===== src/hdl/slc_pkg.sv =====
// Purpose: shared constants for the serial link control register bank
// Assumes: 32-bit AXI4-Lite, one aligned word per register
// Notes: byte address of a register is four times its index
package slc_pkg;
    // register indices, byte address = index * 4
    localparam logic [9:0] IDX_EN = 10'h200;
    localparam logic [9:0] IDX_MODE = 10'h201;
    localparam logic [9:0] IDX_FPM = 10'h202;
    localparam logic [9:0] IDX_SWSYNC = 10'h203;
    localparam logic [9:0] IDX_CTRL = 10'h204;
    localparam int ADDR_W = 12;
    // reset values
    localparam logic RST_EN = 1'h1;
    localparam logic [5:0] RST_MODE = 6'h00;
    localparam logic [7:0] RST_FPM = 8'h1f;
    localparam logic RST_SWSYNC = 1'h1;
    localparam logic [4:0] RST_CTRL = 5'h03;
    // link control field positions
    localparam int CTRL_SCR = 0;
    localparam int CTRL_SFMT = 1;
    localparam int CTRL_SEL_LO = 2;
    localparam int CTRL_ALT = 4;
    // sync source choices
    localparam logic [1:0] SEL_SYNCSE = 2'h0;
    localparam logic [1:0] SEL_TMSTP = 2'h1;
    localparam logic [1:0] SEL_NONE = 2'h2;
    // 64b/66b multiframe scale
    localparam logic [7:0] K66_SCALE_SHIFT = 8'h00;
    // axi responses
    localparam logic [1:0] RESP_OKAY = 2'h0;
    localparam logic [1:0] RESP_SLVERR = 2'h2;
endpackage : slc_pkg


===== src/hdl/slc_sync2.sv =====
// Purpose: two-flop synchroniser for pin inputs
// Assumes: inputs are asynchronous levels
// Notes: first stage feeds only the second stage
`timescale 1ns/1ps
`default_nettype none
module slc_sync2 #(
    parameter int W = 3
) (
    input wire logic clk_in, // system clock
    input wire logic rst_n_in, // async reset, active low
    input wire logic [W-1:0] d_in, // raw pin levels
    output logic [W-1:0] q_out // synchronised levels
);
    typedef struct packed {
        logic [W-1:0] meta;
        logic [W-1:0] stab;
    } slc_sync_st_t;
    slc_sync_st_t s_r;
    slc_sync_st_t s_nxt;

    // shift through two stages
    always_comb
    begin
        s_nxt = s_r;
        s_nxt.meta = d_in;
        s_nxt.stab = s_r.meta;
    end

    // pins idle high, so reset to high to avoid a false request
    always_ff @(posedge clk_in or negedge rst_n_in)
    begin
        if (!rst_n_in)
            s_r <= '1;
        else
            s_r <= s_nxt;
    end

    assign q_out = s_r.stab;
endmodule : slc_sync2
`default_nettype wire


===== src/hdl/slc_mf_counter.sv =====
// Purpose: multiframe clock counter, one count per frame clock
// Assumes: frame rate equals the system clock here
// Notes: held at zero while the link is disabled
`timescale 1ns/1ps
`default_nettype none
module slc_mf_counter #(
    parameter int CW = 16
) (
    input wire logic clk_in, // system clock
    input wire logic rst_n_in, // async reset, active low
    input wire logic hold_in, // link disabled, keep in reset
    input wire logic realign_in, // sysref edge pulse
    input wire logic [CW-1:0] k_m1_in, // frames per multiframe minus one
    output logic [CW-1:0] count_out, // current frame in multiframe
    output logic boundary_out // pulse at multiframe start
);
    typedef struct packed {
        logic [CW-1:0] cnt;
        logic bnd;
    } slc_mfc_st_t;
    slc_mfc_st_t s_r;
    slc_mfc_st_t s_nxt;

    // hold beats realign so sysref cannot move a disabled counter
    always_comb
    begin
        s_nxt = s_r;
        s_nxt.bnd = 1'b0;
        if (hold_in)
            s_nxt.cnt = '0;
        else if (realign_in || s_r.cnt >= k_m1_in)
        begin
            s_nxt.cnt = '0;
            s_nxt.bnd = 1'b1;
        end
        else
            s_nxt.cnt = s_r.cnt + 1'b1;
    end

    always_ff @(posedge clk_in or negedge rst_n_in)
    begin
        if (!rst_n_in)
            s_r <= '0;
        else
            s_r <= s_nxt;
    end

    assign count_out = s_r.cnt;
    assign boundary_out = s_r.bnd;
endmodule : slc_mf_counter
`default_nettype wire


===== src/hdl/slc_top.sv =====
// Purpose: serial link control registers behind an AXI4-Lite slave
// Assumes: mode table decode arrives from same-clock logic
//
// The AXI4-Lite register port was left to the implementer.
`timescale 1ns/1ps
`default_nettype none
module slc_top
    import slc_pkg::*;
(
    input wire logic CLK_SYS_IN, // 50 MHz system clock
    input wire logic RESET_N_IN, // async reset, active low
    input wire logic [ADDR_W-1:0] AXI_AWADDR_IN, // write address
    input wire logic AXI_AWVALID_IN, // write address valid
    output logic AXI_AWREADY_OUT, // write address ready
    input wire logic [31:0] AXI_WDATA_IN, // write data
    input wire logic [3:0] AXI_WSTRB_IN, // write byte enables
    input wire logic AXI_WVALID_IN, // write data valid
    output logic AXI_WREADY_OUT, // write data ready
    output logic [1:0] AXI_BRESP_OUT, // write response
    output logic AXI_BVALID_OUT, // write response valid
    input wire logic AXI_BREADY_IN, // write response ready
    input wire logic [ADDR_W-1:0] AXI_ARADDR_IN, // read address
    input wire logic AXI_ARVALID_IN, // read address valid
    output logic AXI_ARREADY_OUT, // read address ready
    output logic [31:0] AXI_RDATA_OUT, // read data
    output logic [1:0] AXI_RRESP_OUT, // read response
    output logic AXI_RVALID_OUT, // read data valid
    input wire logic AXI_RREADY_IN, // read data ready
    input wire logic SYNCSE_N_IN, // single-ended sync pin, low requests
    input wire logic TMSTP_SYNC_N_IN, // timestamp pin used as sync, low requests
    input wire logic SYSREF_IN, // sysref pin, rising edge realigns
    input wire logic MODE_IS_64B66B_IN, // selected mode uses 64b/66b
    input wire logic [3:0] MODE_E_IN, // E of selected mode
    input wire logic [7:0] MODE_F_IN, // F of selected mode
    output logic LINK_ENABLE_OUT, // link enabled
    output logic LINK_RESET_N_OUT, // link logic reset, active low
    output logic SERDES_PD_OUT, // serializer power down
    output logic LINK_CLK_EN_OUT, // link clock gate enable
    output logic [5:0] MODE_OUT, // selected output mode
    output logic [15:0] K_M1_OUT, // effective frames per multiframe minus one
    output logic SYNC_REQ_OUT, // sync request, active high
    output logic ALT_LANES_OUT, // use upper lanes
    output logic SFORMAT_OUT, // 1 two's complement samples
    output logic SCRAMBLE_OUT, // 8b/10b scrambler on
    output logic [15:0] MF_COUNT_OUT, // multiframe counter value
    output logic MF_BOUNDARY_OUT // multiframe start pulse
);
    typedef struct packed {
        logic awready;
        logic aw_full;
        logic [9:0] aw_idx;
        logic wready;
        logic w_full;
        logic [7:0] w_data;
        logic w_lane0;
        logic bvalid;
        logic [1:0] bresp;
        logic arready;
        logic rvalid;
        logic [1:0] rresp;
        logic [7:0] rdata;
        logic en;
        logic [5:0] mode;
        logic [7:0] fpm;
        logic swsync_n;
        logic [4:0] ctrl;
        logic sysref_d;
        logic sync_req;
        logic [15:0] k_m1;
    } slc_top_st_t;

    slc_top_st_t s_r;
    slc_top_st_t s_nxt;
    logic [2:0] pins_s;
    logic syncse_s;
    logic tmstp_s;
    logic sysref_s;
    logic wr_do;
    logic [9:0] wr_idx;
    logic [7:0] wr_val;
    logic [1:0] sel_nxt;

    // effective multiframe length minus one for 64b/66b modes
    function automatic logic [15:0] k66_m1(input logic [3:0] e, input logic [7:0] f);
        logic [19:0] q;
        q = {4'h0, e, K66_SCALE_SHIFT, 4'h0} >> 4;
        q = q / {12'h000, f};
        return q[15:0] - 16'h0001;
    endfunction : k66_m1

    // readback, reserved bits read zero, unmapped index flagged
    function automatic logic [8:0] reg_read(input slc_top_st_t st, input logic [9:0] idx);
        logic [8:0] r;
        r = {1'b1, 8'h00};
        case (idx)
            IDX_EN: r = {1'b0, 7'h00, st.en};
            IDX_MODE: r = {1'b0, 2'h0, st.mode};
            IDX_FPM: r = {1'b0, st.fpm};
            IDX_SWSYNC: r = {1'b0, 7'h00, st.swsync_n};
            IDX_CTRL: r = {1'b0, 3'h0, st.ctrl};
            default: r = {1'b1, 8'h00};
        endcase
        return r;
    endfunction : reg_read

    // sync, timestamp and sysref pins come from outside the clock domain
    slc_sync2 #(
        .W(3)
    ) u_sync (
        .clk_in(CLK_SYS_IN),
        .rst_n_in(RESET_N_IN),
        .d_in({SYSREF_IN, TMSTP_SYNC_N_IN, SYNCSE_N_IN}),
        .q_out(pins_s)
    );
    assign syncse_s = pins_s[0];
    assign tmstp_s = pins_s[1];
    assign sysref_s = pins_s[2];

    // multiframe counter stays cleared whenever the link is off
    slc_mf_counter #(
        .CW(16)
    ) u_mfc (
        .clk_in(CLK_SYS_IN),
        .rst_n_in(RESET_N_IN),
        .hold_in(!s_r.en),
        .realign_in(sysref_s && !s_r.sysref_d),
        .k_m1_in(s_r.k_m1),
        .count_out(MF_COUNT_OUT),
        .boundary_out(MF_BOUNDARY_OUT)
    );

    // bus slave and register next state
    always_comb
    begin
        logic [8:0] rd;
        rd = 9'h000;
        s_nxt = s_r;
        wr_do = 1'b0;
        wr_idx = 10'h000;
        wr_val = 8'h00;
        sel_nxt = 2'h0;
        s_nxt.sysref_d = sysref_s;
        // address and data are taken independently, in either order
        if (AXI_AWVALID_IN && s_r.awready)
        begin
            s_nxt.aw_full = 1'b1;
            s_nxt.aw_idx = AXI_AWADDR_IN[ADDR_W-1:2];
        end
        if (AXI_WVALID_IN && s_r.wready)
        begin
            s_nxt.w_full = 1'b1;
            s_nxt.w_data = AXI_WDATA_IN[7:0];
            s_nxt.w_lane0 = AXI_WSTRB_IN[0];
        end
        if (s_r.bvalid && AXI_BREADY_IN)
            s_nxt.bvalid = 1'b0;
        // one write at a time: commit only when no response is pending
        if (s_nxt.aw_full && s_nxt.w_full && !s_r.bvalid)
        begin
            rd = reg_read(s_r, s_nxt.aw_idx);
            wr_do = s_nxt.w_lane0 && !rd[8];
            wr_idx = s_nxt.aw_idx;
            wr_val = s_nxt.w_data;
            s_nxt.aw_full = 1'b0;
            s_nxt.w_full = 1'b0;
            s_nxt.bvalid = 1'b1;
            s_nxt.bresp = rd[8] ? RESP_SLVERR : RESP_OKAY;
        end
        // reserved bits are dropped, so only defined fields store
        if (wr_do)
        begin
            case (wr_idx)
                IDX_EN: s_nxt.en = wr_val[0];
                IDX_MODE: s_nxt.mode = wr_val[5:0];
                IDX_FPM: s_nxt.fpm = wr_val;
                IDX_SWSYNC: s_nxt.swsync_n = wr_val[0];
                IDX_CTRL: s_nxt.ctrl = wr_val[4:0];
                default: s_nxt.en = s_r.en;
            endcase
        end
        s_nxt.awready = !s_nxt.aw_full;
        s_nxt.wready = !s_nxt.w_full;
        // read: address refused while a read answer is outstanding
        if (s_r.rvalid && AXI_RREADY_IN)
        begin
            s_nxt.rvalid = 1'b0;
            s_nxt.arready = 1'b1;
        end
        if (AXI_ARVALID_IN && s_r.arready)
        begin
            rd = reg_read(s_r, AXI_ARADDR_IN[ADDR_W-1:2]);
            s_nxt.rvalid = 1'b1;
            s_nxt.arready = 1'b0;
            s_nxt.rdata = rd[7:0];
            s_nxt.rresp = rd[8] ? RESP_SLVERR : RESP_OKAY;
        end
        // effective length follows a register write on the same edge that stores it
        if (MODE_IS_64B66B_IN && MODE_F_IN != 8'h00)
            s_nxt.k_m1 = k66_m1(MODE_E_IN, MODE_F_IN);
        else
            s_nxt.k_m1 = {8'h00, s_nxt.fpm};
        // software bit works under any source; pins only for choices 0 and 1
        sel_nxt = s_nxt.ctrl[CTRL_SEL_LO+1:CTRL_SEL_LO];
        s_nxt.sync_req = !s_nxt.swsync_n;
        if (sel_nxt == SEL_SYNCSE && !syncse_s)
            s_nxt.sync_req = 1'b1;
        if (sel_nxt == SEL_TMSTP && !tmstp_s)
            s_nxt.sync_req = 1'b1;
    end

    // state register, defaults on reset
    always_ff @(posedge CLK_SYS_IN or negedge RESET_N_IN)
    begin
        if (!RESET_N_IN)
        begin
            s_r <= '0;
            s_r.awready <= 1'b1;
            s_r.wready <= 1'b1;
            s_r.arready <= 1'b1;
            s_r.en <= RST_EN;
            s_r.mode <= RST_MODE;
            s_r.fpm <= RST_FPM;
            s_r.swsync_n <= RST_SWSYNC;
            s_r.ctrl <= RST_CTRL;
            s_r.k_m1 <= {8'h00, RST_FPM};
            // synchroniser resets high, so match it or release shows a false sysref edge
            s_r.sysref_d <= 1'b1;
        end
        else
            s_r <= s_nxt;
    end

    // outputs straight from the state flops
    assign AXI_AWREADY_OUT = s_r.awready;
    assign AXI_WREADY_OUT = s_r.wready;
    assign AXI_BVALID_OUT = s_r.bvalid;
    assign AXI_BRESP_OUT = s_r.bresp;
    assign AXI_ARREADY_OUT = s_r.arready;
    assign AXI_RVALID_OUT = s_r.rvalid;
    assign AXI_RRESP_OUT = s_r.rresp;
    assign AXI_RDATA_OUT = {24'h000000, s_r.rdata};
    assign LINK_ENABLE_OUT = s_r.en;
    // link off keeps the whole link in reset and saves power
    assign LINK_RESET_N_OUT = s_r.en;
    assign SERDES_PD_OUT = !s_r.en;
    assign LINK_CLK_EN_OUT = s_r.en;
    assign MODE_OUT = s_r.mode;
    assign K_M1_OUT = s_r.k_m1;
    assign SYNC_REQ_OUT = s_r.sync_req;
    assign ALT_LANES_OUT = s_r.ctrl[CTRL_ALT];
    assign SFORMAT_OUT = s_r.ctrl[CTRL_SFMT];
    assign SCRAMBLE_OUT = s_r.ctrl[CTRL_SCR];
endmodule : slc_top
`default_nettype wire


===== config.mk =====
export PLATFORM = sky130hd
export DESIGN_NAME = slc_top
export DESIGN_NICKNAME = d
export VERILOG_FILES = /design/src/hdl/slc_pkg.sv /design/src/hdl/slc_sync2.sv /design/src/hdl/slc_mf_counter.sv /design/src/hdl/slc_top.sv
export SDC_FILE = /design/constraint.sdc
export NUM_CORES = 1
export LEC_CHECK = 0
export ABC_CLOCK_PERIOD_IN_PS = 8800
export BUFFER_PORTS_ARGS = -buffer_cell sky130_fd_sc_hd__buf_2
export CORE_ASPECT_RATIO = 0.6
export CORE_MARGIN = 2
export CORE_UTILIZATION = 50
export DETAILED_ROUTE_END_ITERATION = 10
export PLACE_DENSITY = 0.77
export SYNTH_ARGS = -nofsm -noshare
export SYNTH_HDL_FRONTEND = slang
export SYNTH_SLANG_ARGS = --single-unit

===== constraint.sdc =====
create_clock -name CLK_SYS_IN -period 8.8 [get_ports CLK_SYS_IN]
set_input_delay 1.76 -clock CLK_SYS_IN [delete_from_list [all_inputs] [get_ports CLK_SYS_IN]]
set_output_delay 1.76 -clock CLK_SYS_IN [all_outputs]
set_load 0.005 [all_outputs]

==> results.md, run 1 <==
- Synth Register Bits: 98
- Synth warn: 0
- Final GP Congestion: between 1 and 1.5
- Leading area contributor after synthesis: dfrtp_1
- Avg Synthesized Cell Area: 8.05 um^2
- Worst_ep kind: register data pin
- H-tree depth: 3
- Count of input and output buffers: 113
- Post-synth top area share: 0.132
- Total gr overflow: roughly 400
- Maximum clock path buffer count: 2
- Cts bufs inserted: 9
- Status: aborted with a tool error
- Clock root cell: clkbuf_16
- Mapped Area: 0.0140 mm^2
- Post-DP HPWL: 44.2 mm
- Initial core utilization: 0.508
- Number of synthesized flops with an enable pin: 0
- Hold_buf cts: 0
- Die height: 134 um
- Run Error: [ERROR GRT-0232] Routing congestion too high. Check the congestion heatmap in the GUI.
- Clock Sinks: between 90 and 100
- Cells after synthesis: 1740
- Ys flop type: dfrtp_1
- Die W: 220 um
- Pin count of the biggest net entering global routing: 59
- Sequential area share after synthesis: 0.177
- Synth cell types: 125
- Stop stage: global routing (5_1_grt)
- Tot GR Track Use: 0.872
- IO Pins: 171
- Ranking of synthesized cells by area: dfrtp_1 (13%), ha_1 (13%), dfstp_2 (4.5%)
- Async set-reset flop share out of synthesis: 1.00
- FP Rows: 47
- Worst_ep grt: K_M1_OUT[10]$_DFF_PN0_/D
-- layer usage --
| layer | GRT overflow | track usage |
|---|---|---|
| met1 | 30 | 0.864 |
| met2 | 214 | 0.958 |
| met3 | 44 | 0.823 |
| met4 | 102 | 0.841 |
| met5 | 6 | 0.645 |
-- synthesized netlist by cell type, drive strengths merged (24+ instances only) --
master,n
nand2,133
o21ai,96
dfrtp,74
mux2i,24
mux2,60
o211ai,24
xor2,39
nor2,170
xnor2,52
nand2b,25
o21a,56
nand3,54
nor2b,27
a21o,53
a21oi,114
inv,63
o31ai,35
nor3,69
ha,143
buf,71
or3,26
dfstp,24
-- repair_timing --
item | 4_1_cts
setup endpoints to repair | 16
setup buffers | 185
pin swaps | 124
cloned | 1
gates resized for setup | 147
-- per-stage QoR --
step	setup WS, ns	hold WS (ns)	instances	area (um^2)
after CTS	-24.59	0.358	2979	22200
after detailed placement	-26.54	0.350	2778	19700
after global placement	-25.00	0.347	2778	19700
after floorplan	-26.44	0.345	1773	14800
-- logic make-up after synthesis --
logic type,Yosys count,synth area share
AND/OR/NAND/NOR,634,0.236
AO/OA/AOI/OAI,530,0.271
buffers and inverters,157,0.0609
adder cells (fa/ha/maj),144,0.129
flip-flops,98,0.177
XOR/XNOR,92,0.0591
multiplexers,84,0.0667
other,1,0.000268
==> inputs of run 2 (changes only) <==
CORE_ASPECT_RATIO = not set   (was 0.6)
CORE_UTILIZATION = 35   (was 50)
PLACE_DENSITY = not set   (was 0.77)
PLACE_DENSITY_LB_ADDON = 0.15   (was not set)
==> results.md, run 2 <==
- Compound-Gate Fraction of Synth Area: 0.271
- Hold Vio Cnt, Final: 0
- Hold_buf cts: 0
- Most used cell, CP: buf_4
- Mux cell area share after synthesis: 0.0668
- Commonest non-fill, non-tap cell in the layout: buf_4
- Post-Synth Adder-Cell Area: 0.129
- Slew Viols, Final: 0
- Die height: 204 um
- Final GP Congestion: 0.880
- Cts bufs inserted: 9
- Crit share post-route: 3.81
- H-tree depth: 3
- CP startpoint: MODE_F_IN[6]
- Leading area contributor after synthesis: dfrtp_1
- Post-synth top cells: nor2_1 (164), ha_1 (143), nand2_1 (130)
- Fill count: 3569
- First-pass GRT wire length: 85.1 mm
- Fmax: roughly 30 MHz
- Worst reg2reg startpoint: K_M1_OUT[0]
- Total gr overflow: 0
- Post-Synth Simple-Gate Area: 0.236
- Worst-skew pair later-pin latency: 0.35 ns
- Type of origin of the critical path: input port
- Failing checks: negative setup slack
- Finished Layout Cells: about 3200
- Initial core utilization: 0.353
- Vias in the first global route: around 17000
- Number of synthesized flops with an enable pin: 0
- RSZ-0062 raised after global routing: yes
- Area Growth Syn to Fin: 64.0%
- Max-slew headroom: 0.329
- Pin count of the biggest net entering global routing: 56
- Most common cell in the netlist: nor2_1
- Count of input and output buffers: around 110
- Bufs and invs on worst path: 51
- Post-Route Skew: 0.0119 ns
- Cells after synthesis: ~1700
- Flop2flop setup slack: about 4.2 ns
- WP data arrival: 33.78 ns
- Synth Register Bits: 98
- DIE AREA: 0.0416 mm^2
- IO Pins: about 170
- Sequential area share after synthesis: 0.177
- CTS tree: built
- Min-delay src: u_sync.s_nxt[1]
- Async set-reset flop share out of synthesis: 1.00
- Fraction of layout cells with a size suffix above 1: 0.502
- Worst hold margin: 0.355 ns
- Reg clk slew, reported paths: roughly 0.060 ns
- Number of vias per cell: 5.27
- Clock root cell: clkbuf_16
- Vias: 16800
- Mapped Area: 0.0140 mm^2
- Worst setup margin: -24.70 ns
- Cell total after placement: 2949
- Placed Instance Area: 0.0200 mm^2
- Status: complete, but fails checks
- Initial drt markers: 980
- Post-route cell area: 0.0230 mm^2
- Routed Antenna Nets: 0
- Synth cell types: approximately 130
- Synth Area in XOR/XNOR: 0.0591
- Crit-path max cell delay: between 0.5 and 0.6 ns
- Max Cap Viol: 0
- Drt pass-1 iters: 5
- Required time worst endpoint: 9.08 ns
- Largest family of logic cells by synthesized area: compound AO/OA/AOI/OAI gates
- Commonest cells after routing, fill and taps aside: buf_4 (844), nor2_1 (142), ha_1 (121), nand2_1 (119), buf_2 (108)
- Initial antenna violation count: 1
- Ranking of synthesized cells by area: dfrtp_1 (13%), ha_1 (13%), dfstp_2 (4.5%)
- Core area: 0.0396 mm^2
- FP Rows: between 70 and 80
- WL final: about 54 mm
- # setup viols final: 16
- Clock Sinks: 98
- Ys flop type: dfrtp_1
- Max FFs per register: 33
- Avg Synthesized Cell Area: 8.05 um^2
- Largest fanout on the critical path: 6
- Die W: 204 um
- Critical path class: input port to flip-flop
- Post-layout utilization of the core: 0.579
- Maximum clock path buffer count: 2
- Post-synth top area share: 0.132
- Synth warn: 0
- Final min period: 33.50 ns
- Type of the tightest min-delay check: flip-flop to flip-flop
- Post-DP HPWL: 40.9 mm
- Least-Margin Pin Slew: 0.992 ns
- Largest register by flop count: s_r
- CP Capture Type: flip-flop
- Nets: 2894
- DR WL/cell: 16.8 um
- # DRC: 0
- Critical Path Slowest Stage Cell: or4_4
- Tot GR Track Use: 0.252
- Top delay family on crit path: compound AO/OA/AOI/OAI gates
## run 2: cell counts after synthesis
Identical to the previous run, type by type.
## run 2: cell type report
| type | instances | area, um^2 | area share |
|---|---|---|---|
| multi-input combinational | 1520 | 12100 | 0.528 |
| inverter | 65 | 269 | 0.0117 |
| tap | 525 | 657 | 0.0286 |
| sequential | 98 | 2480 | 0.108 |
| clock buffer | 9 | 225 | 0.00981 |
| antenna | 1 | 2.50 | 0.000109 |
| clock inverter | 7 | 82.6 | 0.00360 |
| timing repair buffer | 973 | 7130 | 0.310 |
## run 2: through the flow
step | setup WS, ns | setup TNS, ns
after floorplan | -26.44 | -416.12
after global placement | -24.71 | -390.74
after detailed placement | -25.68 | -404.82
after CTS | -24.05 | -377.10
after global routing | -26.31 | -415.15
final | -24.70 | -389.66
## run 2: logic make-up after synthesis
group,after synthesis
AND/OR/NAND/NOR,634
XOR/XNOR,92
AO/OA/AOI/OAI,530
buffers and inverters,157
flip-flops,98
other,1
multiplexers,84
adder cells (fa/ha/maj),144
## run 2: final timing paths
check                                      endpoint  depth (start not counted)
worst min register to register      u_sync.q_out[1]                          0
max in group asynchronous        u_mfc.count_out[9]                          2
worst max register to register  u_mfc.count_out[12]                         23
min in group asynchronous          AXI_RDATA_OUT[3]                          1
worst min-delay path                u_sync.q_out[1]                          0
worst max-delay path                    K_M1_OUT[4]                        203
## run 2: metal layers
layer	GRT usage	vias up	wire length, um
met1	0.324	7994	24200
met2	0.446	452	25600
met4	0.0758	0	1430
li1	-	8302	-
met5	0	-	0
met3	0.0217	99	2470
## run 2: timing repair
action,CTS,global route
setup buffers,186,48
pin swaps,119,87
resized for setup,128,58
setup endpoints to repair,16,16
hold endpoints to repair,0,0
cloned,2,0
## run 2: worst reg2reg max path, delay by kind of cell, from the launching register on
kind            cells  cell delay [ns]
flops               1             0.58
compound gates     11             2.20
simple gates       11             1.48
fa+ha+maj           1             0.23
Power of run 2 is not shown: default switching activity piles up to over one toggle a cycle in this logic, so the estimate is an artifact.
